[config.mk]
export PLATFORM = sky130hd
export DESIGN_NAME = pwd_watchdog
export DESIGN_NICKNAME = d
export VERILOG_FILES = /design/src/pwd_pkg.sv /design/src/pwd_prescaler.sv /design/src/pwd_watchdog.sv
export VERILOG_INCLUDE_DIRS = /design/src
export SDC_FILE = /design/constraint.sdc
export NUM_CORES = 1
export LEC_CHECK = 0
export ABC_AREA = 1
export BUFFER_PORTS_ARGS = -buffer_cell sky130_fd_sc_hd__clkbuf_2
export CORE_MARGIN = 3
export CORE_UTILIZATION = 29
export CTS_CLUSTER_DIAMETER = 100
export DETAILED_ROUTE_END_ITERATION = 8
export PLACE_DENSITY = 0.52
export SLEW_MARGIN = 20
export SYNTH_ARGS = -nofsm -noshare
export SYNTH_HDL_FRONTEND = slang
export SYNTH_SLANG_ARGS = --single-unit
[constraint.sdc]
create_clock -name clk -period 1.9 [get_ports clk]
set_input_delay 0.19 -clock clk [delete_from_list [all_inputs] [get_ports clk]]
set_output_delay 0.19 -clock clk [all_outputs]
set_load 0.05 [all_outputs]
[src/pwd_map.svh]
`ifndef PWD_MAP_SVH
`define PWD_MAP_SVH
// Register byte addresses on the Avalon-MM slave
`define PWD_CTRL_OFFSET 8'hC0
`define PWD_RELOAD_OFFSET 8'hC4
`define PWD_IRQ_STATUS_OFFSET 8'hC8
`define PWD_IRQ_MASK_OFFSET 8'hCC
// Control field positions
`define PWD_RUN_BIT 0
`define PWD_REFRESH_BIT 1
`define PWD_CAUSE_BIT 2
`define PWD_RST_EN_BIT 3
// Reset values
`define PWD_CTRL_RESET 4'h0
`define PWD_RELOAD_RESET 8'h00
// Internal reset length in clocks
`define PWD_RESET_CLOCKS 5'h14
// Time base period in clocks and prescaler ratio
`define PWD_TIMEBASE_DIV 16'h0019
`define PWD_PRESCALE_DIV 8'h10
`endif

[src/pwd_pkg.sv]
package pwd_pkg;
	// Control register image
	typedef struct packed {
		logic rst_en;
		logic cause;
		logic refresh;
		logic run;
	} pwd_ctrl_t;
	// Bus request bundle
	typedef struct packed {
		logic rd;
		logic wr;
		logic [7:0] addr;
		logic [31:0] wdata;
	} pwd_req_t;
	typedef enum logic [1:0] {PWD_IDLE, PWD_COUNT, PWD_RESET} pwd_state_t;
endpackage

[src/pwd_prescaler.sv]
`timescale 1ns/10ps
`default_nettype none
`include "pwd_map.svh"
// Shared time base followed by the watchdog prescaler
module pwd_prescaler #(
	parameter logic [15:0] TB_DIV = `PWD_TIMEBASE_DIV,
	parameter logic [7:0] PS_DIV = `PWD_PRESCALE_DIV
) (
	// Clock and reset
	input wire logic clk,
	input wire logic rst_n,
	// Control
	input wire logic enable,
	input wire logic tb_restart,
	// Tick out
	output logic tick
);
	logic [15:0] tb_cnt;
	logic [7:0] ps_cnt;
	logic tb_tick;
	////////////////////////////////////////////////////////////////
	// Time base; flash restarts stretch the period
	always_ff @(posedge clk) begin
		if (!rst_n || tb_restart) begin
			tb_cnt <= 16'h0000;
			tb_tick <= 1'b0;
		end else if (tb_cnt == TB_DIV - 16'h0001) begin
			tb_cnt <= 16'h0000;
			tb_tick <= 1'b1;
		end else begin
			tb_cnt <= tb_cnt + 16'h0001;
			tb_tick <= 1'b0;
		end
	end
	// Prescaler only runs while enabled
	always_ff @(posedge clk) begin
		if (!rst_n || !enable) begin
			ps_cnt <= 8'h00;
			tick <= 1'b0;
		end else if (tb_tick) begin
			if (ps_cnt == PS_DIV - 8'h01) begin
				ps_cnt <= 8'h00;
				tick <= 1'b1;
			end else begin
				ps_cnt <= ps_cnt + 8'h01;
				tick <= 1'b0;
			end
		end else begin
			tick <= 1'b0;
		end
	end
endmodule // pwd_prescaler
`default_nettype wire

[src/pwd_watchdog.sv]
// Decided for this implementation: the Avalon-MM register port.
`timescale 1ns/10ps
`default_nettype none
`include "pwd_map.svh"
module pwd_watchdog #(
	parameter int LOW_W = 8,
	parameter logic [15:0] TB_DIV = `PWD_TIMEBASE_DIV,
	parameter logic [7:0] PS_DIV = `PWD_PRESCALE_DIV
) (
	// Clock and external reset
	input wire logic clk,
	input wire logic rst_n,
	// Avalon-MM slave
	input wire logic [7:0] avs_address,
	input wire logic avs_read,
	input wire logic avs_write,
	input wire logic [31:0] avs_writedata,
	output logic [31:0] avs_readdata,
	output logic avs_waitrequest,
	// Core status
	input wire logic core_idle,
	input wire logic core_power_down,
	input wire logic flash_busy,
	// Outputs
	output logic wdt_reset,
	output logic irq
);
	// Full counter width: reload byte above the prescaled low part
	localparam int CW = 8 + LOW_W;
	// Register state
	pwd_pkg::pwd_ctrl_t ctrl;
	logic [7:0] reload;
	logic [CW-1:0] count;
	logic [1:0] irq_status;
	logic [1:0] irq_mask;
	// Reset pulse sequencer
	pwd_pkg::pwd_state_t state;
	logic [4:0] rst_cnt;
	// Synchronised mode and flash levels
	logic core_idle_s1;
	logic core_idle_s2;
	logic core_pd_s1;
	logic core_pd_s2;
	logic flash_s1;
	logic flash_s2;
	// Bus request and decode
	pwd_pkg::pwd_req_t req;
	logic acc_pending;
	logic wr_ctrl;
	logic wr_reload;
	logic wr_stat;
	logic wr_mask;
	logic [31:0] next_rdata;
	// Counting control
	logic tick;
	logic run_rise;
	logic do_refresh;
	logic timeout;
	logic halted;
	logic cnt_en;

	// Address match helper
	function automatic logic hit(input logic [7:0] a, input logic [7:0] off);
		return a == off;
	endfunction

	////////////////////////////////////////////////////////////////
	// Synchronise core mode and flash status inputs
	always_ff @(posedge clk) begin
		if (!rst_n) begin
			core_idle_s1 <= 1'b0;
			core_idle_s2 <= 1'b0;
			core_pd_s1 <= 1'b0;
			core_pd_s2 <= 1'b0;
			flash_s1 <= 1'b0;
			flash_s2 <= 1'b0;
		end else begin
			core_idle_s1 <= core_idle;
			core_idle_s2 <= core_idle_s1;
			core_pd_s1 <= core_power_down;
			core_pd_s2 <= core_pd_s1;
			flash_s1 <= flash_busy;
			flash_s2 <= flash_s1;
		end
	end

	////////////////////////////////////////////////////////////////
	// Bus: one wait cycle, then the access completes
	assign req = '{rd: avs_read, wr: avs_write, addr: avs_address, wdata: avs_writedata};
	always_ff @(posedge clk) begin
		if (!rst_n)
			acc_pending <= 1'b0;
		else
			acc_pending <= (req.rd || req.wr) && avs_waitrequest && !acc_pending;
	end
	// Waitrequest high by default, low for the completing cycle
	always_ff @(posedge clk) begin
		if (!rst_n)
			avs_waitrequest <= 1'b1;
		else
			avs_waitrequest <= !((req.rd || req.wr) && avs_waitrequest && !acc_pending);
	end
	// Write strobes fire on the completing edge only
	assign wr_ctrl = req.wr && !avs_waitrequest && hit(req.addr, `PWD_CTRL_OFFSET);
	assign wr_reload = req.wr && !avs_waitrequest && hit(req.addr, `PWD_RELOAD_OFFSET);
	assign wr_stat = req.wr && !avs_waitrequest && hit(req.addr, `PWD_IRQ_STATUS_OFFSET);
	assign wr_mask = req.wr && !avs_waitrequest && hit(req.addr, `PWD_IRQ_MASK_OFFSET);

	// One wait state, then a single answer cycle
	chk_wait_one: assert property (@(posedge clk) disable iff (!rst_n)
		((req.rd || req.wr) && avs_waitrequest && !acc_pending) |=> !avs_waitrequest)
		else $error("access not answered after one wait state");
	// A second low cycle would complete the same access twice
	chk_wait_short: assert property (@(posedge clk) disable iff (!rst_n)
		!avs_waitrequest |=> avs_waitrequest)
		else $error("waitrequest low for two cycles");

	// Read mux; unmapped reads return zero
	always_comb begin
		next_rdata = 32'h0000_0000;
		if (hit(req.addr, `PWD_CTRL_OFFSET))
			next_rdata = {28'h0000000, ctrl};
		else if (hit(req.addr, `PWD_RELOAD_OFFSET))
			next_rdata = {24'h000000, reload};
		else if (hit(req.addr, `PWD_IRQ_STATUS_OFFSET))
			next_rdata = {30'h00000000, irq_status};
		else if (hit(req.addr, `PWD_IRQ_MASK_OFFSET))
			next_rdata = {30'h00000000, irq_mask};
	end
	// Read data registered so it is stable when waitrequest drops
	always_ff @(posedge clk) begin
		if (!rst_n)
			avs_readdata <= 32'h0000_0000;
		else
			avs_readdata <= next_rdata;
	end

	////////////////////////////////////////////////////////////////
	// Reload register, writable whether running or not
	always_ff @(posedge clk) begin
		if (!rst_n)
			reload <= `PWD_RELOAD_RESET;
		else if (wr_reload)
			reload <= req.wdata[7:0];
	end

	// Run rising edge by software write counts as activation and reloads the count
	assign run_rise = wr_ctrl && req.wdata[`PWD_RUN_BIT] && !ctrl.run;
	// Refresh needs the request bit already set before the run write
	assign do_refresh = wr_ctrl && req.wdata[`PWD_RUN_BIT] && ctrl.refresh;
	assign halted = core_idle_s2 || core_pd_s2;
	assign cnt_en = ctrl.run && !halted;
	assign timeout = cnt_en && tick && (count == {CW{1'b1}});

	// Halt follows the mode pins through both synchroniser stages
	chk_halt_sync: assert property (@(posedge clk) disable iff (!rst_n)
		$rose(halted) |-> ($past(core_idle, 2) || $past(core_power_down, 2)))
		else $error("halt without idle or power-down");

	// Control register; external reset disables the watchdog
	always_ff @(posedge clk) begin
		if (!rst_n) begin
			ctrl <= `PWD_CTRL_RESET;
		end else begin
			if (wr_ctrl) begin
				ctrl.run <= req.wdata[`PWD_RUN_BIT];
				ctrl.rst_en <= req.wdata[`PWD_RST_EN_BIT];
			end
			// Set-only from software, hardware clears after refresh
			if (do_refresh)
				ctrl.refresh <= 1'b0;
			else if (wr_ctrl && req.wdata[`PWD_REFRESH_BIT])
				ctrl.refresh <= 1'b1;
			// Hardware set wins over software clear
			if (timeout && ctrl.rst_en)
				ctrl.cause <= 1'b1;
			else if (wr_ctrl && !req.wdata[`PWD_CAUSE_BIT])
				ctrl.cause <= 1'b0;
		end
	end

	// Only a control write or external reset may drop the cause flag
	chk_cause_keep: assert property (@(posedge clk) disable iff (!rst_n)
		(ctrl.cause && !wr_ctrl) |=> ctrl.cause)
		else $error("cause flag lost without a write");

	////////////////////////////////////////////////////////////////
	// Prescaled tick source
	pwd_prescaler #(
		.TB_DIV(TB_DIV),
		.PS_DIV(PS_DIV)
	) u_prescaler (
		.clk(clk),
		.rst_n(rst_n),
		.enable(cnt_en),
		.tb_restart(flash_s2),
		.tick(tick)
	);

	// A stopped or halted watchdog gets no count ticks
	chk_stop_tick: assert property (@(posedge clk) disable iff (!rst_n)
		!cnt_en |=> !tick)
		else $error("tick while prescaler disabled");
	// Time base held in restart starves the prescaler
	chk_flash_hold: assert property (@(posedge clk) disable iff (!rst_n)
		(flash_s2 && $past(flash_s2) && $past(flash_s2, 2)) |-> !tick)
		else $error("tick during flash restart");

	// Counter: high byte from reload, up-count on ticks
	always_ff @(posedge clk) begin
		if (!rst_n)
			count <= '0;
		else if (run_rise || do_refresh)
			count <= {reload, {LOW_W{1'b0}}};
		else if (cnt_en && tick)
			count <= count + {{(CW-1){1'b0}}, 1'b1};
	end

	// Activation starts at the reload value with an empty low part
	chk_run_load: assert property (@(posedge clk) disable iff (!rst_n)
		run_rise |=> count == {$past(reload), {LOW_W{1'b0}}})
		else $error("activation load wrong");
	// Each tick advances the count by exactly one
	chk_count_step: assert property (@(posedge clk) disable iff (!rst_n)
		(cnt_en && tick && !run_rise && !do_refresh)
			|=> count == $past(count) + {{(CW-1){1'b0}}, 1'b1})
		else $error("count step wrong");
	// Overflow wraps to zero, so the next period is a full one
	chk_wrap_zero: assert property (@(posedge clk) disable iff (!rst_n)
		(timeout && !do_refresh) |=> count == '0)
		else $error("count did not wrap on timeout");

	////////////////////////////////////////////////////////////////
	// Internal reset pulse sequencer; watchdog keeps running
	always_ff @(posedge clk) begin
		if (!rst_n) begin
			state <= pwd_pkg::PWD_IDLE;
			rst_cnt <= 5'h00;
			wdt_reset <= 1'b0;
		end else begin
			case (state)
				pwd_pkg::PWD_IDLE: begin
					state <= pwd_pkg::PWD_COUNT;
				end
				pwd_pkg::PWD_COUNT: begin
					if (timeout && ctrl.rst_en) begin
						state <= pwd_pkg::PWD_RESET;
						rst_cnt <= `PWD_RESET_CLOCKS - 5'h01;
						wdt_reset <= 1'b1;
					end
				end
				pwd_pkg::PWD_RESET: begin
					if (rst_cnt == 5'h00) begin
						state <= pwd_pkg::PWD_COUNT;
						wdt_reset <= 1'b0;
					end else begin
						rst_cnt <= rst_cnt - 5'h01;
					end
				end
				default: begin
					state <= pwd_pkg::PWD_IDLE;
				end
			endcase
		end
	end

	// A timeout with the reset enabled starts the pulse on the next edge
	chk_reset_start: assert property (@(posedge clk) disable iff (!rst_n)
		(timeout && ctrl.rst_en && state == pwd_pkg::PWD_COUNT) |=> $rose(wdt_reset))
		else $error("enabled timeout gave no reset");
	// With the reset disabled a timeout only reaches the status bit
	chk_reset_suppress: assert property (@(posedge clk) disable iff (!rst_n)
		(timeout && !ctrl.rst_en) |=> !$rose(wdt_reset))
		else $error("reset despite disabled enable");

	////////////////////////////////////////////////////////////////
	// Interrupts: bit0 timeout, bit1 refresh done; set beats clear
	always_ff @(posedge clk) begin
		if (!rst_n) begin
			irq_status <= 2'h0;
			irq_mask <= 2'h0;
			irq <= 1'b0;
		end else begin
			irq_status <= (irq_status & ~(wr_stat ? req.wdata[1:0] : 2'h0))
				| {do_refresh, timeout};
			if (wr_mask)
				irq_mask <= req.wdata[1:0];
			irq <= |(irq_status & irq_mask);
		end
	end

	// Level output trails the masked status by one register stage
	chk_irq_level: assert property (@(posedge clk) disable iff (!rst_n)
		1'b1 |=> irq == |$past(irq_status & irq_mask))
		else $error("irq level does not follow masked status");
	// Every timeout is recorded, whether or not the reset is enabled
	chk_status_set: assert property (@(posedge clk) disable iff (!rst_n)
		timeout |=> irq_status[0])
		else $error("timeout not recorded in status");

	////////////////////////////////////////////////////////////////
	// Checks
	// Pulse is high for twenty edges, low on the twenty-first
	chk_reset_length: assert property (@(posedge clk) disable iff (!rst_n)
		$rose(wdt_reset) |-> wdt_reset [*8] ##1 wdt_reset [*8]
			##1 wdt_reset [*4] ##1 !wdt_reset)
		else $error("internal reset length wrong");
	chk_reset_gate: assert property (@(posedge clk) disable iff (!rst_n)
		$rose(wdt_reset) |-> $past(ctrl.rst_en))
		else $error("reset without enable");
	chk_cause_set: assert property (@(posedge clk) disable iff (!rst_n)
		$rose(wdt_reset) |-> ctrl.cause)
		else $error("cause flag not set");
	chk_run_kept: assert property (@(posedge clk) disable iff (!rst_n)
		($rose(wdt_reset) && $past(ctrl.run)) |-> ctrl.run)
		else $error("watchdog stopped by own reset");
	chk_refresh_clear: assert property (@(posedge clk) disable iff (!rst_n)
		do_refresh |=> !ctrl.refresh)
		else $error("refresh bit not cleared");
	chk_refresh_load: assert property (@(posedge clk) disable iff (!rst_n)
		do_refresh |=> count[CW-1:LOW_W] == $past(reload))
		else $error("refresh load wrong");
	chk_no_sw_clear: assert property (@(posedge clk) disable iff (!rst_n)
		(ctrl.refresh && !do_refresh) |=> ctrl.refresh)
		else $error("refresh bit cleared by software");
	chk_halt_hold: assert property (@(posedge clk) disable iff (!rst_n)
		(halted && !run_rise && !do_refresh) |=> $stable(count))
		else $error("counter moved while halted");
	chk_stop_hold: assert property (@(posedge clk) disable iff (!rst_n)
		(!ctrl.run && !run_rise) |=> $stable(count))
		else $error("counter moved while stopped");
	chk_reload_write: assert property (@(posedge clk) disable iff (!rst_n)
		wr_reload |=> reload == $past(req.wdata[7:0]))
		else $error("reload write lost");
endmodule // pwd_watchdog
`default_nettype wire

After elaboration in Yosys (flattened, before gate mapping)
Index checks and enable logic that the tools add are counted.

$add $sub $neg: 4. $mul: 0. Divide/modulo/power cells: 0. Order comparisons: 0. Eq/ne operators: 12. Shift-type cells: 0. Mux-type cells: 21. Bitwise operators: 6. Reductions and logical operators: 44.

Operators by type and width (number): $add 16x1->16 const B (2); $eq 8x8->1 const B (4); $mux 16 (2); $eq 16x16->1 const B (1); $eq 16x5->1 const B (1); $logic_and 1x1->1 (16); $mux 8 (2); $reduce_or 2->1 (6); $mux 2 (5); $mux 5 (2); $pmux 5 s2 (1); $add 8x1->8 const B (1); $eq 8x4->1 const B (1); $logic_not 1->1 (8); $mux 1 (6); $ne 2x2->1 const B (3); $pmux 2 s3 (1); $reduce_and 3->1 (2); $reduce_bool 2->1 (3); $logic_not 5->1 (1); $logic_or 1x1->1 (5); $sub 5x1->5 const B (1); $and 2x2->2 (2); $mux 4 (1); 9 further kinds (10).

Bits in registers: 107. Latch bits: 0. Memory bits (writable): 0. Bits in read-only memories: 0. Input bits: 47. Output and inout port bits: 35. Word-level logic and storage cells: 115. Memories: 0.

Depth between registers and ports, before layout
Depth in word-level cells: 8. Gate-level depth with buffers: 11. Mapped depth without buffers: 11.

Modules after synthesis
A second synthesis with hierarchy kept.

Cells, all modules: 598. Area total of the unflattened synthesis: 4280.4 µm².

Modules (own cells, without submodules): pwd_watchdog (times used 1, cells an instance 408, area an instance 2935.3 µm², seq. area each 1141.1 µm²); pwd_prescaler (times used 1, cells an instance 190, area an instance 1345.0 µm², seq. area each 520.5 µm²).

Least setup slack after synthesis
No wires, ideal clock.

Path kind: reg-to-reg. Start: reg avs_waitrequest. End: reg count[12]. Library setup time: 110 ps. Data arrival time: 1429 ps. Data required time: 1790 ps. Path slack: 361 ps. Stages on the path, launching flop included: 8. Path buffers: 1. Period minus slack after synthesis: 1539 ps. Path through: dfxtp_1 > nor2_2 > nand4_4 > buf_6 > nand3_1 > nand3_1 > nand2_1 > inv_1.

Cells in the longest elaborated chain, start to end: 7. Elaborated cells on any way between the ends: 9. Classes of those cells: mux: 1; reduce/logical: 8.

RTL lines: start, declared (line pwd_watchdog.sv:19) `output logic avs_waitrequest,`; start signal, assigned (line pwd_watchdog.sv:101) `avs_waitrequest <= !((req.rd || req.wr) && avs_waitrequest && !acc_pending);`; $logic_not 1->1 * (line pwd_watchdog.sv:104) `` assign wr_ctrl = req.wr && !avs_waitrequest && hit(req.addr, `PWD_CTRL_OFFSET); ``; $logic_and 1x1->1 * (2 in a row) (line pwd_watchdog.sv:104); $logic_and 1x1->1 * (line pwd_watchdog.sv:148, pwd_watchdog.sv:150); $logic_and 1x1->1 (on tied branches) (line pwd_watchdog.sv:148, pwd_watchdog.sv:150); $logic_or 1x1->1 * (line pwd_watchdog.sv:213) `else if (run_rise || do_refresh)`; $mux 16 / $reduce_bool 2->1 (equally long branches); end signal, assigned (line pwd_watchdog.sv:214) `count <= {reload, {LOW_W{1'b0}}};`; end signal, assigned (line pwd_watchdog.sv:216) `count <= count + {{(CW-1){1'b0}}, 1'b1};`; end, declared (line pwd_watchdog.sv:33) `logic [CW-1:0] count;`.

Mark *: on every way between the ends. The rest lies on a longest branch, timed or not. A chain may end at the register's enable or synchronous reset.

Worst setup path in the final report
Start: reg rst_cnt[0]. End: reg rst_cnt[2].

Cells in the longest elaborated chain, start to end: 3. Elaborated cells on any way between the ends: 6. Classes of those cells: add/sub: 1; eq/ne: 1; mux: 2; reduce/logical: 2.

RTL lines: start, declared (line pwd_watchdog.sv:38) `logic [4:0] rst_cnt;`; start signal, assigned (line pwd_watchdog.sv:248) `` rst_cnt <= `PWD_RESET_CLOCKS - 5'h01; ``; start signal, assigned (line pwd_watchdog.sv:257) `rst_cnt <= rst_cnt - 5'h01;`; $sub 5x1->5 / $logic_not 5->1 (equally long branches) (line pwd_watchdog.sv:257, pwd_watchdog.sv:253); $mux 5 / $ne 2x2->1 (equally long branches); $pmux 5 s2 / $reduce_and 3->1 (equally long branches).

Several ways; a longest one is shown, not always the timed one. The select of a mux whose other input is x is not followed.

==> summary.txt <==
Status
  • Status: finished clean

Worst setup path
  • Required time worst endpoint: approximately 2.2 ns
  • Reg-to-reg slack, setup: 0.28 ns
  • Kind of critical path: reg -> reg
  • FF-to-FF path depth: 8
  • Destination of the worst register-to-register timing path: rst_cnt[2]
  • Peak fanout along the critical path: 5
  • Worst reg2reg startpoint: rst_cnt[0]
  • Crit path launch type: flop
  • CP Data Arrival Time: 1.89 ns
  • Endpoint kind of the worst setup timing path: flop

Clock tree
  • Insertion delay of the later-clocked pin in the worst-skew pair: 0.34 ns
  • H-tree Lvls: 3
  • Post-CTS setup buffer count: 0
  • Buffer type at the clock tree root: clkbuf_16
  • Maximum clock path buffer count: 2
  • CTS tree: done
  • Sinks on the clock net: 83
  • Num CTS Buffers: 9
  • Number of cells upsized or downsized after cts: 0
  • Number of hold buffers added after CTS: 0
  • Clock-pin slew of the registers on the worst-case setup and hold paths: 0.06 ns

Timing
  • Setup repair after global routing missed its margin: false
  • Hold Vio Cnt, Final: 0
  • Setup clock skew after layout: 0.0103 ns
  • Final Setup Violations: 0
  • Worst-case setup margin in the final layout: 0.282 ns
  • Highest achievable clock rate: 0.618 GHz
  • Worst-margin pin slew: 0.524 ns
  • Final critical-path share of the clock period: 85.1%
  • Final worst path period need: 1.62 ns
  • Slew Viols, Final: 0
  • Headroom to the max-slew limit: 65.0%
  • Final-layout setup total negative slack: 0 ns

Hold path
  • Hold endpoint: flash_s1
  • Launch instance of the worst min-delay path: flash_busy
  • Path type of the worst min-delay path: in -> reg
  • Number of cells on the worst hold path: 3

Place
  • Post-Place Cells: 757
  • Port Buffer Count: 33
  • Dpl cell area: 0.00434 sq mm
  • Post-detailed-placement half-perimeter wirelength: roughly 6.4 mm
  • Post-Place Worst Slack: 0.273 ns
  • Final weighted congestion of routability-driven global placement: 0.815

Synth
  • Number of unique standard cell types used by synthesis: 39
  • Sequential area share after synthesis: 41.1%
  • Syn_area_per_cell: 7.36 sq um
  • Post-Synthesis Cell Area: roughly 0.0040 sq mm
  • Leading register cell type out of synthesis: dfxtp_1
  • Seq cells post-synth: 83
  • Number of synthesized flops with an enable pin: 0
  • Number of warnings issued by yosys: 0
  • Gate Count Post-Synth: 550
  • Share of async-settable or async-resettable flops after synthesis: 0%

Drt
  • Routed Antenna Nets: 0
  • WL/cell: 11.0 microns
  • Number of DRC violations after detailed-routing iteration 0: 134
  • Number of detailed-route iterations in the first pass: 4
  • Vias/cell: roughly 4.4
  • Wire length after detailed routing: 8.51 mm
  • Total vias in the final route: 3382
  • DR DRC count: 0

Global routing
  • M3 GR Usage: between 3 and 4%
  • Pin count of the biggest net entering global routing: 33
  • Global-route met1 utilization: between 10 and 15%
  • GR Util All Layers: between 10% and 20%
  • First-pass GRT wire length: 14.4 mm
  • Via count of the first global-routing pass: 3120
  • Busiest layer in global routing: met2
  • Global routing met2 resource utilization: 18.7%
  • Total overflow reported by the global router: 0
  • Antenna violations before repair: 0

Die
  • Floorplan die width: 124 microns
  • Height of the die: 124 microns
  • Total number of placement rows: between 40 and 50
  • Num ports: a little over 80
  • Initial Utilization: 30.1%
  • Std-Cell Core Area: about 0.013 sq mm
  • Die area: about 0.015 sq mm

Final layout
  • Fin nets: roughly 650
  • Most common library cell in the layout ignoring fill and taps: nand2_1
  • Non-Filler Instances: a little under 800
  • Fraction of layout instances using a drive strength above 1: about 15%
  • Number of diodes: 0
  • Area growth from synthesis to layout: 15.6%
  • Finished layout cell area: around 0.0047 sq mm
  • Post-layout utilization of the core: 34.8%
  • Highest-count cells in the layout ignoring fill and taps: 98 x nand2_1, 83 x dfxtp_1, 75 x inv_1
  • Number of inserted filler cells in the final layout: 1470

Flow run
  • Max-cap viol count: 0

Power
  • Reported leakage power: approximately 2.0 nW
  • Power density of the placed cells: 969 mW/mm^2
  • Peak supply drop: 0.521 mV
-- critical path, stage by stage (launching register included) --
cell and delay, ns:
dfxtp_1 0.31, inv_1 0.11, ha_1 0.20, nand3_1 0.10, or2_2 0.29, or2_4 0.25, nand3_4 0.10, nand2_1 0.06
a21oi_1 0.12
-- Yosys cell counts (4+ instances only) --
library cell	n	area share (%)
dfxtp_1	83	41
nor2_2	6	0.93
inv_1	75	7.0
o21ai_0	23	2.8
xor2_1	10	2.2
buf_4	25	4.6
nor2_4	4	1.1
inv_2	4	0.37
nor3b_1	8	1.5
a21oi_1	32	4.0
nor3_1	10	1.2
nor4_1	4	0.62
ha_1	8	2.5
nand2_1	98	9.1
nand4_1	9	1.4
nand3_1	50	6.2
nor2_1	61	5.7
nand2_2	5	0.77
-- logic make-up after synthesis --
logic type,share of synthesized area (%)
simple gates,32.0
buf+inv,13.2
flops,41.1
compound gates,8.78
xor+xnor,2.38
fa+ha+maj,2.47
other cells,0.0927
-- power breakdown --
group / switching (W) / internal (W)
sequential: 0.0000361 / 0.00181
clock: 0.000739 / 0.00120
combinational: 0.000508 / 0.000229
-- per-stage QoR --
stage / total power [W] / hold WS, ns
final: 0.00453 / 0.0300
after global routing: 0.00477 / 0.0292
after CTS: 0.00459 / 0.0155
after detailed placement: 0.00263 / 0.380
after global placement: 0.00261 / 0.383
after floorplan: 0.00253 / 0.288
-- sequential cells by signal, summed over array words and instances, names as in the netlist, 2 cells and up --
register	count
avs_readdata	8
reload	8
state	2
irq_status	2
count	16
irq_mask	2
ctrl	4
u_prescaler.ps_cnt	8
rst_cnt	5
u_prescaler.tb_cnt	16
-- layer usage --
metal / vias up / share of wire [%]
met1: 1519 / 49
met5: - / 0
met2: 65 / 45
li1: 1791 / -
met3: 7 / 4.3
met4: 0 / 1.0
-- final cells by class --
cell class,instances,area (sq um),share of cell area [%]
Timing Repair Buffer,41,225,4.82
Tap cell,176,220,4.71
Sequential cell,83,1660,35.5
Inverter,79,297,6.34
Multi-Input combinational cell,378,1940,41.4
Clock inverter,6,96.3,2.06
Clock buffer,10,239,5.11
-- worst max-delay path by stage --
| stage | start | endpoint | slack (ns) | cells after the start |
|---|---|---|---|---|
| 4_1_cts | count[0] | rst_cnt[1] | 0.26 | 11 |
| 6_report | rst_cnt[0] | rst_cnt[2] | 0.28 | 8 |
| 3_3_place_gp | count[0] | rst_cnt[1] | 0.31 | 10 |
| 5_1_grt | ctrl[1] | count[15] | 0.09 | 7 |
| 3_5_place_dp | count[0] | rst_cnt[1] | 0.27 | 11 |
| 2_1_floorplan | avs_waitrequest | count[12] | 0.36 | 7 |
Note: power is estimated with default switching activity, not from simulation.
